### config.mk
export PLATFORM = sky130hd
export DESIGN_NAME = mac_dma_status_debug_regs
export DESIGN_NICKNAME = d
export VERILOG_FILES = /design/src/mac_dbg_pkg.sv /design/src/mac_dma_status_debug_regs.sv
export SDC_FILE = /design/constraint.sdc
export NUM_CORES = 1
export LEC_CHECK = 0
export BUFFER_PORTS_ARGS = -buffer_cell sky130_fd_sc_hd__buf_4
export CAP_MARGIN = 20
export CORE_MARGIN = 2
export CORE_UTILIZATION = 40
export CTS_BUF_LIST = sky130_fd_sc_hd__clkbuf_16
export DETAILED_ROUTE_END_ITERATION = 10
export PLACE_DENSITY_LB_ADDON = 0.1
export SETUP_SLACK_MARGIN = 0.1
export SLEW_MARGIN = 30
export SYNTH_ARGS = -nofsm -noshare
export SYNTH_HDL_FRONTEND = slang
export SYNTH_SLANG_ARGS = --single-unit
### constraint.sdc
create_clock -name sys_clk -period 8.7 [get_ports sys_clk]
set_clock_uncertainty 0.2 [all_clocks]
set_input_delay 0.87 -clock sys_clk [delete_from_list [all_inputs] [get_ports sys_clk]]
set_output_delay 0.87 -clock sys_clk [all_outputs]
set_load 0.05 [all_outputs]
### src/mac_dbg_pkg.sv
// constants for the mac dma status and debug register bank
`default_nettype none
package mac_dbg_pkg;
   // ***********************************
   // register byte addresses
   // ***********************************
   localparam logic [31:0] ADDR_PAUSE_CNT = 32'hFFF030C4; // remote_pause_countdown
   localparam logic [31:0] ADDR_LEN_CAP = 32'hFFF030C8; // rx_length_type_capture
   localparam logic [31:0] ADDR_TX_DESC = 32'hFFF030CC; // cur_tx_desc_addr
   localparam logic [31:0] ADDR_TX_BUF = 32'hFFF030D0; // cur_tx_buf_addr
   localparam logic [31:0] ADDR_RX_DESC = 32'hFFF030D4; // cur_rx_desc_addr
   localparam logic [31:0] ADDR_RX_BUF = 32'hFFF030D8; // cur_rx_buf_addr
   localparam logic [31:0] ADDR_RX_SNAP = 32'hFFF03200; // rx_state_snapshot
   localparam logic [31:0] ADDR_TX_SNAP = 32'hFFF03204; // tx_state_snapshot
   localparam logic [31:0] ADDR_SNAP0 = 32'hFFF03208; // state_snapshot_zero
   localparam logic [31:0] ADDR_SNAP1 = 32'hFFF0320C; // state_snapshot_one
   localparam logic [31:0] ADDR_DBG_CFG = 32'hFFF03210; // debug_observe_config
   localparam logic [31:0] ADDR_IRQ_STAT = 32'hFFF03280; // irq status, read only
   localparam logic [31:0] ADDR_IRQ_CLR = 32'hFFF03284; // irq clear, write only
   localparam logic [31:0] ADDR_IRQ_EN = 32'hFFF03288; // irq enable
   // ***********************************
   // reset values
   // ***********************************
   localparam logic [31:0] RST_RX_SNAP = 32'h00811101;
   localparam logic [31:0] RST_TX_SNAP = 32'h01011101;
   localparam logic [31:0] RST_SNAP0 = 32'h00010101;
   localparam logic [31:0] RST_SNAP1 = 32'h11000100;
   localparam logic [5:0] RST_GROUP_SEL = 6'h3F;
   localparam logic [15:0] RST_PAUSE_CNT = 16'h0000;
   localparam logic [15:0] RST_LEN_FIELD = 16'h0000;
   localparam logic [1:0] RST_IRQ = 2'h0;
   // ***********************************
   // field positions
   // ***********************************
   localparam int GROUP_SEL_LSB = 0; // debug group select [5:0]
   localparam int FLAG_LSB = 6; // flag outputs [7:6]
   localparam int FUNC_EN_LSB = 22; // function enables [23:22]
   localparam int IRQ_LEN_BIT = 0; // length/type received
   localparam int IRQ_PAUSE_BIT = 1; // remote pause expired
   localparam int IRQ_WIDTH = 2;
   // ***********************************
   // debug group codes
   // ***********************************
   localparam logic [5:0] GROUP_TX_DMA = 6'h01;
   localparam logic [5:0] GROUP_RX_DMA = 6'h02;
endpackage : mac_dbg_pkg
`default_nettype wire

### src/mac_dma_status_debug_regs.sv
// mac dma status, state snapshot and debug configuration registers
//
// Behaviour
// pause sent loads countdown, shown in [15:0]
// every frame length/type captured into [15:0]
// length/type capture register is write-one-to-clear
// enabled length event sets status, raises interrupt
// current tx descriptor address, read only
// current tx buffer address, read only
// current rx descriptor address, read only
// current rx buffer address, read only
// rx snapshot field layout, documented reset value
// tx snapshot field layout, documented reset value
// snapshot zero field layout and reset value
// snapshot one field layout and reset value
// snapshots read only, writes ignored
// six-bit group select, resets all ones
// config bits [7:6] drive two flags
// config bits [23:22] drive function enables
// group one shows flag, tx buffer, tx dma
// reserved bits read zero, writes ignored
`timescale 1ns/100ps
`default_nettype none
module mac_dma_status_debug_regs (
   input wire logic sys_clk, // 10 MHz system clock
   input wire logic rst, // synchronous, active high
   input wire logic clkEn, // low freezes all state
   // register port
   input wire logic [31:0] regAddr, // byte address
   input wire logic [31:0] regWrData, // write data
   input wire logic regWrStrobe, // one-cycle write
   input wire logic regRdStrobe, // one-cycle read
   output logic [31:0] regRdData, // valid the cycle after a read
   // pause transmit side
   input wire logic pauseTxDone, // pause frame fully sent
   input wire logic [15:0] pauseOperand, // operand of that frame
   input wire logic pauseSlotTick, // one pulse per slot time
   // receive length/type
   input wire logic lenTypeValid, // field of a frame received
   input wire logic [15:0] lenTypeValue, // the field itself
   // dma current addresses
   input wire logic [31:0] txDescAddr,
   input wire logic [31:0] txBufAddr,
   input wire logic [31:0] rxDescAddr,
   input wire logic [31:0] rxBufAddr,
   // live state machine values
   input wire logic [8:0] rxDmaState,
   input wire logic [5:0] rxBufState,
   input wire logic [3:0] rxFetchState,
   input wire logic [3:0] rxCloseState,
   input wire logic [7:0] rxFifoState,
   input wire logic [7:0] txDmaState,
   input wire logic [6:0] txBufState,
   input wire logic [3:0] txFetchState,
   input wire logic [3:0] txCloseState,
   input wire logic [4:0] txFifoState,
   input wire logic [9:0] txMacState,
   input wire logic [5:0] txDeferState,
   input wire logic [7:0] mgmtIfState,
   input wire logic [2:0] arbiterState,
   input wire logic [3:0] pauseTxState,
   input wire logic [5:0] busMasterState,
   // debug and interrupt outputs
   output logic [15:0] debugObserve, // selected signal group
   output logic [1:0] debugFlags, // logic analyzer triggers
   output logic [1:0] funcEnable, // bit 0 enables collision generator
   output logic irq // level, enabled status set
);
   import mac_dbg_pkg::*;

   // ***********************************
   // helpers
   // ***********************************

   // write-one-to-clear, an event arriving in the same cycle wins
   function automatic logic [15:0] w1c16(input logic [15:0] cur, input logic [15:0] clr);
      w1c16 = cur & ~clr;
   endfunction : w1c16

   // write hit for one register address
   function automatic logic wrHit(input logic [31:0] a, input logic [31:0] target, input logic s);
      wrHit = s && (a == target);
   endfunction : wrHit

   // ***********************************
   // state
   // ***********************************
   logic [15:0] pauseCount; // remote pause down-counter
   logic [15:0] lenTypeField; // last captured length/type
   logic [31:0] rxSnap; // registered snapshots
   logic [31:0] txSnap;
   logic [31:0] snapZero;
   logic [31:0] snapOne;
   logic [5:0] groupSel; // debug group select
   logic [IRQ_WIDTH-1:0] irqStatus; // sticky events
   logic [IRQ_WIDTH-1:0] irqEnable; // interrupt gating
   logic [31:0] next_regRdData; // read mux output
   logic pauseExpire; // countdown reaching zero
   logic lenWr; // write to capture register
   logic cfgWr; // write to debug config
   logic clrWr; // write to irq clear
   logic enWr; // write to irq enable

   assign lenWr = wrHit(regAddr, ADDR_LEN_CAP, regWrStrobe);
   assign cfgWr = wrHit(regAddr, ADDR_DBG_CFG, regWrStrobe);
   assign clrWr = wrHit(regAddr, ADDR_IRQ_CLR, regWrStrobe);
   assign enWr = wrHit(regAddr, ADDR_IRQ_EN, regWrStrobe);

   // a tick that takes the count from one to zero ends the pause
   assign pauseExpire = pauseSlotTick && !pauseTxDone && (pauseCount == 16'h0001);

   // ***********************************
   // remote pause countdown
   // ***********************************

   // a new pause frame reloads even mid-count, so load beats the tick
   always_ff @(posedge sys_clk) begin
      if (rst) begin
         pauseCount <= RST_PAUSE_CNT;
      end else if (clkEn) begin
         if (pauseTxDone) begin
            pauseCount <= pauseOperand;
         end else if (pauseSlotTick && (pauseCount != 16'h0000)) begin
            pauseCount <= pauseCount - 16'h0001;
         end
      end
   end

   // ***********************************
   // length/type capture
   // ***********************************

   // capture wins over a clear in the same cycle, no frame lost
   always_ff @(posedge sys_clk) begin
      if (rst) begin
         lenTypeField <= RST_LEN_FIELD;
      end else if (clkEn) begin
         if (lenTypeValid) begin
            lenTypeField <= lenTypeValue;
         end else if (lenWr) begin
            lenTypeField <= w1c16(lenTypeField, regWrData[15:0]);
         end
      end
   end

   // ***********************************
   // interrupt status and enable
   // ***********************************

   // enable register, plain read/write
   always_ff @(posedge sys_clk) begin
      if (rst) begin
         irqEnable <= RST_IRQ;
      end else if (clkEn && enWr) begin
         irqEnable <= regWrData[IRQ_WIDTH-1:0];
      end
   end

   // sticky status; length event only counts while enabled
   always_ff @(posedge sys_clk) begin
      if (rst) begin
         irqStatus <= RST_IRQ;
      end else if (clkEn) begin
         // clear first, then the sets override
         if (clrWr) begin
            irqStatus <= irqStatus & ~regWrData[IRQ_WIDTH-1:0];
         end
         if (lenTypeValid && irqEnable[IRQ_LEN_BIT]) begin
            irqStatus[IRQ_LEN_BIT] <= 1'b1;
         end
         if (pauseExpire) begin
            irqStatus[IRQ_PAUSE_BIT] <= 1'b1;
         end
      end
   end

   // level interrupt straight from flops
   assign irq = |(irqStatus & irqEnable);

   // ***********************************
   // state snapshots
   // ***********************************

   // sampled every enabled cycle; a read sees state one cycle old
   always_ff @(posedge sys_clk) begin
      if (rst) begin
         rxSnap <= RST_RX_SNAP;
         txSnap <= RST_TX_SNAP;
         snapZero <= RST_SNAP0;
         snapOne <= RST_SNAP1;
      end else if (clkEn) begin
         // bit 22 reserved
         rxSnap <= {rxDmaState, 1'b0, rxBufState, rxFetchState, rxCloseState, rxFifoState};
         // only six of the seven tx buffer bits fit the field
         txSnap <= {txDmaState, 2'b00, txBufState[5:0], txFetchState, txCloseState, 3'b000, txFifoState};
         snapZero <= {6'h00, txMacState, 2'b00, txDeferState, mgmtIfState};
         snapOne <= {1'b0, arbiterState, pauseTxState, 10'h000, busMasterState, 8'h00};
      end
   end

   // ***********************************
   // debug configuration
   // ***********************************

   // only the documented fields are stored, the rest read zero
   always_ff @(posedge sys_clk) begin
      if (rst) begin
         groupSel <= RST_GROUP_SEL;
         debugFlags <= 2'b00;
         funcEnable <= 2'b00;
      end else if (clkEn && cfgWr) begin
         groupSel <= regWrData[GROUP_SEL_LSB +: 6];
         debugFlags <= regWrData[FLAG_LSB +: 2];
         funcEnable <= regWrData[FUNC_EN_LSB +: 2];
      end
   end

   // observation mux, registered so the pins never glitch
   always_ff @(posedge sys_clk) begin
      if (rst) begin
         debugObserve <= 16'h0000;
      end else if (clkEn) begin
         case (groupSel)
            GROUP_TX_DMA: begin
               debugObserve <= {debugFlags[0], txBufState, txDmaState};
            end
            GROUP_RX_DMA: begin
               debugObserve <= {debugFlags[0], rxBufState, rxDmaState};
            end
            // groups whose signals live elsewhere show zero
            default: begin
               debugObserve <= 16'h0000;
            end
         endcase
      end
   end

   // ***********************************
   // register read
   // ***********************************

   // read mux; unmapped and write-only addresses read zero
   always_comb begin
      next_regRdData = 32'h00000000;
      case (regAddr)
         ADDR_PAUSE_CNT: begin
            next_regRdData = {16'h0000, pauseCount};
         end
         ADDR_LEN_CAP: begin
            next_regRdData = {16'h0000, lenTypeField};
         end
         ADDR_TX_DESC: begin
            next_regRdData = txDescAddr;
         end
         ADDR_TX_BUF: begin
            next_regRdData = txBufAddr;
         end
         ADDR_RX_DESC: begin
            next_regRdData = rxDescAddr;
         end
         ADDR_RX_BUF: begin
            next_regRdData = rxBufAddr;
         end
         ADDR_RX_SNAP: begin
            next_regRdData = rxSnap;
         end
         ADDR_TX_SNAP: begin
            next_regRdData = txSnap;
         end
         ADDR_SNAP0: begin
            next_regRdData = snapZero;
         end
         ADDR_SNAP1: begin
            next_regRdData = snapOne;
         end
         ADDR_DBG_CFG: begin
            next_regRdData = {8'h00, funcEnable, 14'h0000, debugFlags, groupSel};
         end
         ADDR_IRQ_STAT: begin
            next_regRdData = {30'h00000000, irqStatus};
         end
         ADDR_IRQ_EN: begin
            next_regRdData = {30'h00000000, irqEnable};
         end
         default: begin
            next_regRdData = 32'h00000000;
         end
      endcase
   end

   // data stands only in the cycle after the strobe
   always_ff @(posedge sys_clk) begin
      if (rst) begin
         regRdData <= 32'h00000000;
      end else if (clkEn) begin
         if (regRdStrobe) begin
            regRdData <= next_regRdData;
         end else begin
            regRdData <= 32'h00000000;
         end
      end
   end
endmodule : mac_dma_status_debug_regs
`default_nettype wire

==> out/qor.yml, run 1 <==
run_status:
  outcome: "finished clean"
detailed_routing:
  wirelength_um: 36400
  first_pass_iters: 6
  drtAntennaViolNets: 0
  vias: 9700
  drt_iter0_drc: 887
  drcViolationCount: 0
  wl_per_cell_um: 21.7
  routed_via_density: 5.79
clocking:
  cts-root-buf: "clkbuf_16"
  cts_hold_buf: 0
  clock_latency_ns: 0.43
  cts_tree: "built"
  path_clk_slew_ns: 0.08
  clockBufferDepth: 2
  cts_setup_buffers: 0
  post_cts_resized: 0
  h-tree-depth: 4
  clock-sinks: 189
  cts_made_buffers: 17
placed_design:
  dp_hpwl_um: 26100
  dp_cells: 1642
  io_buffers: 366
  gp_congestion: 0.921
global_route:
  grt_pass1_vias: 9168
  grt_max_degree: 99
  grt_util_met2: 0.476
  met3_usage: 0.0714
  track_usage: 0.289
  grt_pass1_wl_um: 53400
  overflow: 0
  grt.busiest_layer: "met2"
  antenna_found_initial: 2
  use_met1: 0.373
synthesis:
  synthesis.nets: 1399
  synth_edf_count: 0
  synth.distinct_cells: 58
  yosys_most_used_dff: "dfxtp_1"
  yosysSeqAreaShare: 0.411
  syn-instance-count: 1068
  async_flop_share: 0
  syn_avg_cell_area_um2: 8.61
  netlist_area_um2: 9200
  ys_ff_latch: 189
  yosysWarnings: 0
floorplan:
  die_h_um: 156
  ios: 381
  die_x_um: 156
  initial_utilization: 0.407
  core_um2: 22600
  placementRows: 55
  dieArea_um2: 24200
final_layout:
  drive_gt1_frac: 0.313
  layout.nets: 1708
  fin_cells: 1676
  syn_to_final_growth_pct: 38.4
power:
  pwr_density_cell_nw_per_um2: 161
  vdd_drop_max_uv: 96.7
  p_leak_nw: 5.35
sta:
  fmax_ghz: 0.241
  maxSlewHeadroom: 0.394
  fin_tns_setup_ns: 0
  drv_slew: 0
  finalCritPeriodShare: 0.477
  worst_pin_slew_ns: 0.900
  hold_violations: 0
  setup_viol: 0
  post-route-min-period_ns: 4.15
  rsz0062_at_grt: "no"
worst_setup_path:
  cp.arrival_ns: 4.29
  cp.required_ns: 8.84
  worstSetupPathType: "in2reg"
  cp-start-kind: "primary input"
  worstPathMaxFanout: 21
  cp-end-kind: "flip-flop"
min_path:
  hold_path_class: "reg2reg"
run:
  cap_violations: 0
-- per-stage QoR --
| step | util | hold WS [ns] | total power, W | worst slack, ns | cell area (um^2) |
|---|---|---|---|---|---|
| final | 0.564 | 0.260 | 0.00205 | 4.55 | 12700 |
| after floorplan | - | 0.252 | 0.00110 | 5.35 | 9200 |
| after global placement | 0.534 | 0.236 | 0.00125 | 4.14 | 12100 |
| after CTS | 0.562 | 0.262 | 0.00206 | 4.63 | 12700 |
| after global routing | 0.564 | 0.285 | 0.00213 | 4.38 | 12700 |
| after detailed placement | 0.535 | 0.244 | 0.00126 | 4.18 | 12100 |
-- metal layers --
metal,share of wire,wire [um]
met5,0,0
met1,0.42,15300
met3,0.084,3060
met2,0.47,17200
met4,0.022,793
-- synthesized netlist by cell type, types with 5 or more instances --
cell      instances  area [um^2]
nand3_1          25          125
nor2b_1          22          138
and3_1           32          200
buf_2            16         80.1
buf_1             9         33.8
inv_1             6         22.5
a222oi_1         23          230
and2_1           10         62.6
nand4_1           8         50.1
o21ai_0          54          270
nor4_1           12         75.1
nand3b_1          7         52.6
o41ai_1           5         43.8
nor2_1          147          552
a21oi_1          30          150
or4_1             7         52.6
dfxtp_1         189         3780
nand2_1          89          334
clkbuf_1         62          233
mux2i_1          81          811
a31oi_1           8         50.1
a22o_1           13          114
a22oi_1          71          533
a221oi_1         35          307
a211o_1          16          140
a211oi_1          6         45.0
nor3_1           29          145
-- cells in the final DEF, fill, tap and decap left out, types with 25 or more instances in the layout --
master / netlist / routed
a21oi_1: 30 / 30
a221oi_1: 35 / 35
a22oi_1: 71 / 71
and3_1: 32 / 32
buf_4: 3 / 377
dfxtp_1: 189 / 189
mux2i_1: 81 / 81
nand2_1: 89 / 89
nand3_1: 25 / 25
nor2_1: 147 / 144
nor3_1: 29 / 29
o21ai_0: 54 / 54
-- worst max-delay path: stages --
cell and delay [ns]:
buf_4 0.10, nand4bb_1 0.75, nor4_2 1.02, and2_1 0.45, buf_4 0.43, a22oi_1 0.22, and3_1 0.21, a221oi_1 0.22
-- state kept, by name, summed over array words and instances, names as in the netlist --
register and count:
txSnap 27, pauseCount 16, rxSnap 31, debugObserve 16, funcEnable 2, snapOne 13
irqStatus 2, groupSel 6, irqEnable 2, debugFlags 2, snapZero 24, regRdData 32
lenTypeField 16
-- path summary, 6_finish.rpt --
| path | start | end | slack (ns) | cells past startpoint |
|---|---|---|---|---|
| min reg2reg | regRdData[21] | regRdData[21] | 0.26 | 2 |
| max | regAddr[14] | regRdData[7] | 4.55 | 8 |
| max reg2reg | pauseCount[2] | pauseCount[8] | 6.10 | 5 |
| min | regRdData[21] | regRdData[21] | 0.26 | 2 |
-- final cells by class --
class	count	area [um^2]
fill	2085	9850
multi-input combinational	781	5040
sequential	189	3780
timing repair buffer	382	2920
clock buffer	17	425
tap	285	357
clock inverter	15	173
inverter	6	22.5
antenna	1	2.50
-- where the power goes --
part | total, W | leakage (nW) | switching (W) | internal, W
sequential | 0.000935 | 1.55 | 0.0000292 | 0.000905
combinational | 0.000306 | 3.50 | 0.000148 | 0.000159
clock | 0.000805 | 0.294 | 0.000393 | 0.000413
total | 0.00205 | 5.35 | 0.000570 | 0.00148
-- logic make-up after synthesis --
| kind of cell | Yosys count | share of synthesized area |
|---|---|---|
| compound gates | 280 | 0.225 |
| fa+ha+maj | 3 | 0.00408 |
| buf+inv | 98 | 0.0450 |
| flops | 189 | 0.411 |
| mux | 83 | 0.0906 |
| simple gates | 415 | 0.224 |
(Power assumes the default switching activity.)
==> run 2, diff against run 1 <==
- ABC_AREA: default -> 1
- clock period: 8.7 -> 3.8 ns (I/O delays scaled with it)
==> out/qor.yml, run 2 <==
detailed_routing:
  routed_via_density: 5.15  # -11%
  vias: 12100  # +25%
  first_pass_iters: 6  # unchanged
  wirelength_um: 41800  # +15%
  drt_iter0_drc: 1065  # +20%
  drcViolationCount: 0  # unchanged
  drtAntennaViolNets: 0  # unchanged
  wl_per_cell_um: 17.8  # -18%
global_route:
  track_usage: 0.306  # +0.0173
  grt_pass1_wl_um: 62100  # +16%
  grt_max_degree: 82  # -17%
  grt_pass1_vias: 10900  # +19%
  overflow: 0  # unchanged
  antenna_found_initial: 3  # +1
sta:
  drv_slew: 0  # unchanged
  post-route-min-period_ns: 2.86
  fmax_ghz: 0.350
  layout_setup_ws_ns: 0.944  # -3.60 ns
  rsz0062_at_grt: "no"
  hold_violations: 0  # unchanged
  hold_ws_ns: 0.0136  # -0.246 ns
  setup_viol: 0  # unchanged
  worst_pin_slew_ns: 0.964  # +0.0640 ns
  fin_tns_setup_ns: 0  # unchanged
  maxSlewHeadroom: 0.357  # -0.0371
  finalCritPeriodShare: 0.752
synthesis:
  netlist_area_um2: 10200  # +10%
  synth-simple-area-share: 0.349  # +0.125
  synth_top_family_by_area: "simple AND/OR/NAND/NOR gates"
  synth_compound_area_frac: 0.166  # -0.0590
  synth_common_cells: "nand2_1 (394), nor2_1 (219), nand3_1 (201), dfxtp_1 (189), o21ai_0 (167)"
  synthesis.nets: 1951  # +39%
  yosysWarnings: 0  # unchanged
  synthMuxAreaShare: 0  # -0.0906
  synth_top_area_cell: "dfxtp_1"
  synth_fa_ha_area_frac: 0.00370  # -0.000384
  synth_xor_area_frac: 0.00345  # +0.00345
  yosys_most_used_dff: "dfxtp_1"
  synth_edf_count: 0  # unchanged
  syn_avg_cell_area_um2: 6.27  # -27%
  ys_ff_latch: 189  # unchanged
  syn-instance-count: 1620  # +52%
  synth_top_area_frac: 0.373  # -0.0387
  yosysSeqAreaShare: 0.373  # -0.0387
  async_flop_share: 0  # unchanged
  synth.most_common_cell: "nand2_1"
  synth.distinct_cells: 34  # -41%
  synth_area_leaders: "dfxtp_1 (37%), nand2_1 (15%), nand3_1 (9.9%)"
final_layout:
  drive_gt1_frac: 0.225  # -0.0879
  syn_to_final_growth_pct: 42.8
  fin_cells: 2355  # +41%
  largest_reg_flops: 32  # unchanged
  largestRegisters: "regRdData: 32 flops, rxSnap: 31 flops, txSnap: 27 flops"
  final_common_cell: "nand2_1"
  fillers: 2539  # +22%
  layout_common_cells: "nand2_1 (394), buf_4 (387), nor2_1 (218)"
  seq_area_um2: 3780  # unchanged
  layout.nets: 2340  # +37%
  multiInputGateArea_um2: 5300  # +5.2%
  largest-register: "regRdData"
floorplan:
  core_um2: 25000  # +11%
  ios: 381  # unchanged
  dieArea_um2: 26700  # +10%
  die_h_um: 163  # +4.9%
  die_x_um: 163  # +4.9%
  initial_utilization: 0.405  # -0.00193
  placementRows: 58  # +5.5%
clocking:
  clock_latency_ns: 0.44  # about the same
  cts_made_buffers: 17  # unchanged
  cts_hold_buf: 81  # +81
  cts-root-buf: "clkbuf_16"
  clock-sinks: 189  # unchanged
  cts_setup_buffers: 0  # unchanged
  h-tree-depth: 4  # unchanged
  cts_tree: "built"
  clockBufferDepth: 2  # unchanged
  post_cts_resized: 0  # unchanged
  path_clk_slew_ns: 0.09  # about the same
worst_setup_path:
  cp-end-kind: "flip-flop"
  worstSetupPathType: "in2reg"
  cp-start-kind: "primary input"
  cp.required_ns: 3.94  # -4.90 ns
  cp.arrival_ns: 3.00  # -1.29 ns
  worstPathMaxFanout: 81  # +290%
power:
  p_leak_nw: 7.07  # +32%
  vdd_drop_max_uv: 216  # +120%
  pwr_density_cell_nw_per_um2: 332  # +110%
placed_design:
  dp_hpwl_um: 30500  # +17%
  dp_cells: 2239  # +36%
  gp_congestion: 0.907  # -1.5%
  post-place-ws_ns: 0.945  # -3.24 ns
  io_buffers: 366  # unchanged
run_status:
  outcome: "finished clean"
run:
  cap_violations: 0  # unchanged
min_path:
  hold_path_class: "in2reg"
[run 2: final cells by class]
cell class,instances,share of cell area
multi-input cells,1176,0.366
flip-flops and latches,189,0.261
repair buffers,470,0.259
inverters,155,0.0403
clock buffers,17,0.0294
well taps,330,0.0285
clock inverters,15,0.0151
diodes,3,0.000518
[run 2: worst paths after layout]
kind                       to  slack, ns            start  cells past startpoint
max          lenTypeField[11]       0.94      regAddr[16]                     13
max reg2reg    pauseCount[10]       1.36    pauseCount[8]                     10
min reg2reg        rxSnap[15]       0.25       rxSnap[15]                      2
min                 rxSnap[9]       0.01  rxCloseState[1]                      3
[run 2: report_power, final]
group	total, W	switching (W)	internal, W
clock	0.00193	0.000996	0.000929
combinational	0.000753	0.000376	0.000377
sequential	0.00214	0.0000597	0.00208
total	0.00482	0.00143	0.00338
[run 2: critical path, cell delays in order]
cell           delay, ns
buf_4               0.10
inv_1               0.04
nand2_1             0.04
nor2_1              0.10
nand2_1             0.09
nor2_4              0.25
buf_12              0.35
nand2_1             0.17
o21ai_2             0.51
o21ai_0             0.18
nand2_1             0.10
a21oi_1             0.05
dlygate4sd3_1       0.59
[run 2: kinds of logic (layout without fill, tap and decap cells)]
kind of cell,count (synthesis),in the layout
simple gates,849,849
fa+ha+maj,3,3
xor+xnor,4,4
compound gates,320,320
other cells,0,3
flops,189,189
buf+inv,255,657
[run 2: per-layer routing]
layer | GRT usage | up-vias | routed length [um]
li1 | - | 6019 | -
met5 | 0 | - | 0
met3 | 0.0485 | 62 | 3350
met2 | 0.468 | 494 | 18500
met4 | 0.104 | 0 | 1140
met1 | 0.438 | 5549 | 18800
[run 2: stage by stage]
stage / power, W / instance area [um^2] / utilization
global placement: 0.00285 / 13000 / 0.520
global route: 0.00500 / 14500 / 0.579
finish: 0.00482 / 14500 / 0.579
CTS: 0.00483 / 14500 / 0.579
detailed placement: 0.00286 / 13000 / 0.520
floorplan: 0.00248 / 10200 / -
==> run 3, diff against run 2 <==
- clock period: 3.8 -> 2.3 ns (I/O delays scaled with it)
==> out/qor.yml, run 3 (synthesized netlist as in run 2, its figures left out) <==
floorplan:
  ios: 381  # unchanged
  die_h_um: 163  # unchanged
  placementRows: 58  # unchanged
  core_um2: 25000  # unchanged
  initial_utilization: 0.405  # unchanged
  die_x_um: 163  # unchanged
  dieArea_um2: 26700  # unchanged
detailed_routing:
  wl_per_cell_um: 17.9  # +0.52%
  vias: 12600  # +3.9%
  wirelength_um: 43800  # +4.6%
  drt_iter0_drc: 1084  # +1.8%
  wl_met3_um: 3730  # +11%
  drtAntennaViolNets: 0  # unchanged
  maxUsedRoutingLayer: "met4"
  wl_met1_um: 19200  # +1.8%
  first_pass_iters: 6  # unchanged
  routed_via_density: 5.14  # -0.22%
  wl_met2_um: 19300  # +4.5%
  drcViolationCount: 0  # unchanged
min_path:
  hold_path_class: "in2reg"
  min_path_cells: 5  # +2
sta:
  drv_slew: 0  # unchanged
  finalCritPeriodShare: 0.907
  setup_viol: 0  # unchanged
  rsz0062_at_grt: "yes"
  layout_setup_ws_ns: 0.214  # -0.730 ns
  post-route-min-period_ns: 2.09
  fmax_ghz: 0.479
  worst_pin_slew_ns: 0.928  # -0.0362 ns
  fin_tns_setup_ns: 0  # unchanged
  hold_ws_ns: 0.00429  # -0.00936 ns
  maxSlewHeadroom: 0.381  # +0.0241
  hold_violations: 0  # unchanged
clocking:
  cts_made_buffers: 17  # unchanged
  clock-sinks: 189  # unchanged
  path_clk_slew_ns: 0.09  # about the same
  cts_tree: "built"
  h-tree-depth: 4  # unchanged
  cts-root-buf: "clkbuf_16"
  clock_latency_ns: 0.45  # about the same
  clockBufferDepth: 2  # unchanged
global_route:
  grt_pass1_wl_um: 65200  # +5.0%
  grt_max_degree: 125  # +52%
  antenna_found_initial: 2  # -1
  track_usage: 0.322  # +0.0158
  overflow: 0  # unchanged
  grt_pass1_vias: 11900  # +8.8%
power:
  pwr-share-seq: 0.439  # -0.005
  p_comb_frac: 0.173  # +0.017
  p_leak_nw: 7.54  # +6.7%
  switching_share: 0.296  # -0.000910
  pwr_density_cell_nw_per_um2: 519  # +56%
  vdd_drop_max_uv: 383  # +77%
  switching_power_w: 0.00239  # +67%
  p_int_w: 0.00567  # +67%
  p_clk_frac: 0.387  # -0.013
final_layout:
  largestRegisters: "regRdData: 32 flops, rxSnap: 31 flops, txSnap: 27 flops"
  drive_gt1_frac: 0.234  # +0.00905
  largest-register: "regRdData"
  largest_reg_flops: 32  # unchanged
  layout.nets: 2437  # +4.1%
  syn_to_final_growth_pct: 52.9
  layout_common_cells: "buf_4 (406), nand2_1 (392), nor2_1 (213)"
  final_common_cell: "buf_4"
  fin_cells: 2451  # +4.1%
worst_setup_path:
  cp.required_ns: 2.44  # -1.50 ns
  worst-path-stages: 14  # +1
  critPathSlowestCell: "dlygate4sd3_1"
  cp_cell_sequence: "buf_4 > inv_1 > nand2_1 > nor2_1 > nand2_1 > nor2_4 > buf_4 > nand2_1 > o21ai_2 > buf_6 > o21ai_0 > nand2_1 > a21oi_1 > dlygate4sd3_1"
  path_delay_family: "buffers and inverters"
  timing.critical_path.mode_cell: "nand2_1"
  cp-end-kind: "flip-flop"
  cp.arrival_ns: 2.23  # -0.77 ns
  path_buf_inv: 5  # +1
  ff2ff_path_depth: 11  # +1
  cp-start-kind: "primary input"
  worstPathMaxFanout: 8  # -90%
  worstSetupPathType: "in2reg"
  max_stage_delay_ns: 0.61  # +0.02 ns
run:
  cap_violations: 0  # unchanged
run_status:
  outcome: "finished clean"
placed_design:
  post-place-ws_ns: 0.0226  # -0.923 ns
  gp_congestion: 0.902  # -0.54%
  dp_cells: 2265  # +1.2%
  io_buffers: 366  # unchanged
  dp_hpwl_um: 31300  # +2.8%
## run 3: cell count changes in the layout (fill, tap and decap cells not counted), moves of 2 or more
cell,previous run,this run
dlygate4sd3_1,81,147
nand2_1,394,392
buf_4,387,406
nor2_2,8,12
nand2_2,9,11
inv_12,5,3
buf_12,2,12
nor2_1,218,213
## run 3: layout make-up
| class | instances | area, um^2 |
|---|---|---|
| fillers | 2421 | 9510 |
| repair buffers | 567 | 4780 |
| diodes | 2 | 5.00 |
| inverters | 155 | 584 |
| clock buffers | 17 | 425 |
| multi-input cells | 1176 | 5340 |
| well taps | 330 | 413 |
| flip-flops and latches | 189 | 3780 |
| clock inverters | 15 | 199 |
## run 3: power groups by stage
| stage | sequential, W | combinational [W] | clock, W |
|---|---|---|---|
| 6_report | 0.00354 | 0.00140 | 0.00312 |
| 5_1_grt | 0.00355 | 0.00153 | 0.00327 |
| 4_1_cts | 0.00353 | 0.00136 | 0.00316 |
| 3_5_place_dp | 0.00361 | 0.00116 | 0 |
| 3_3_place_gp | 0.00361 | 0.00115 | 0 |
| 2_1_floorplan | 0.00361 | 0.000493 | 0 |
## run 3: metrics by stage
step | instance area, um^2 | total power (W) | utilization
floorplan | 10200 | 0.00410 | -
global placement | 13300 | 0.00475 | 0.533
detailed placement | 13300 | 0.00477 | 0.533
CTS | 15400 | 0.00806 | 0.617
global route | 15500 | 0.00835 | 0.620
finish | 15500 | 0.00805 | 0.620
## run 3: worst register-to-register path: cells and delay by family, from the launching register on
kind,cells,cell delay [ns]
DFF,1,0.38
and+or+nand+nor,8,0.84
buffers and inverters,1,0.19
AOI/OAI and AO/OA,2,0.23
## run 3: final timing paths
kind / from / endpoint / slack, ns
worst min register to register: snapZero[23] / snapZero[23] / 0.25
worst max-delay path: regAddr[16] / lenTypeField[10] / 0.21
worst min-delay path: txBufState[6] / debugObserve[14] / 0.004
worst max register to register: pauseCount[8] / pauseCount[10] / 0.33
## run 3: timing repair
action | 4_1_cts | 5_1_grt
hold buffers | 147 | 1
pin swaps | 0 | 2
gates resized for setup | 1 | 11
gates cloned | 0 | 1
hold endpoints to repair | 149 | 1
buffers inserted | 0 | 4
endpoints found under the setup margin | 8 | 24
## run 3: layer usage
metal | up-vias | global-route usage
met5 | - | 0
met4 | 0 | 0.117
met3 | 86 | 0.0609
met2 | 582 | 0.501
met1 | 5715 | 0.443
li1 | 6208 | -
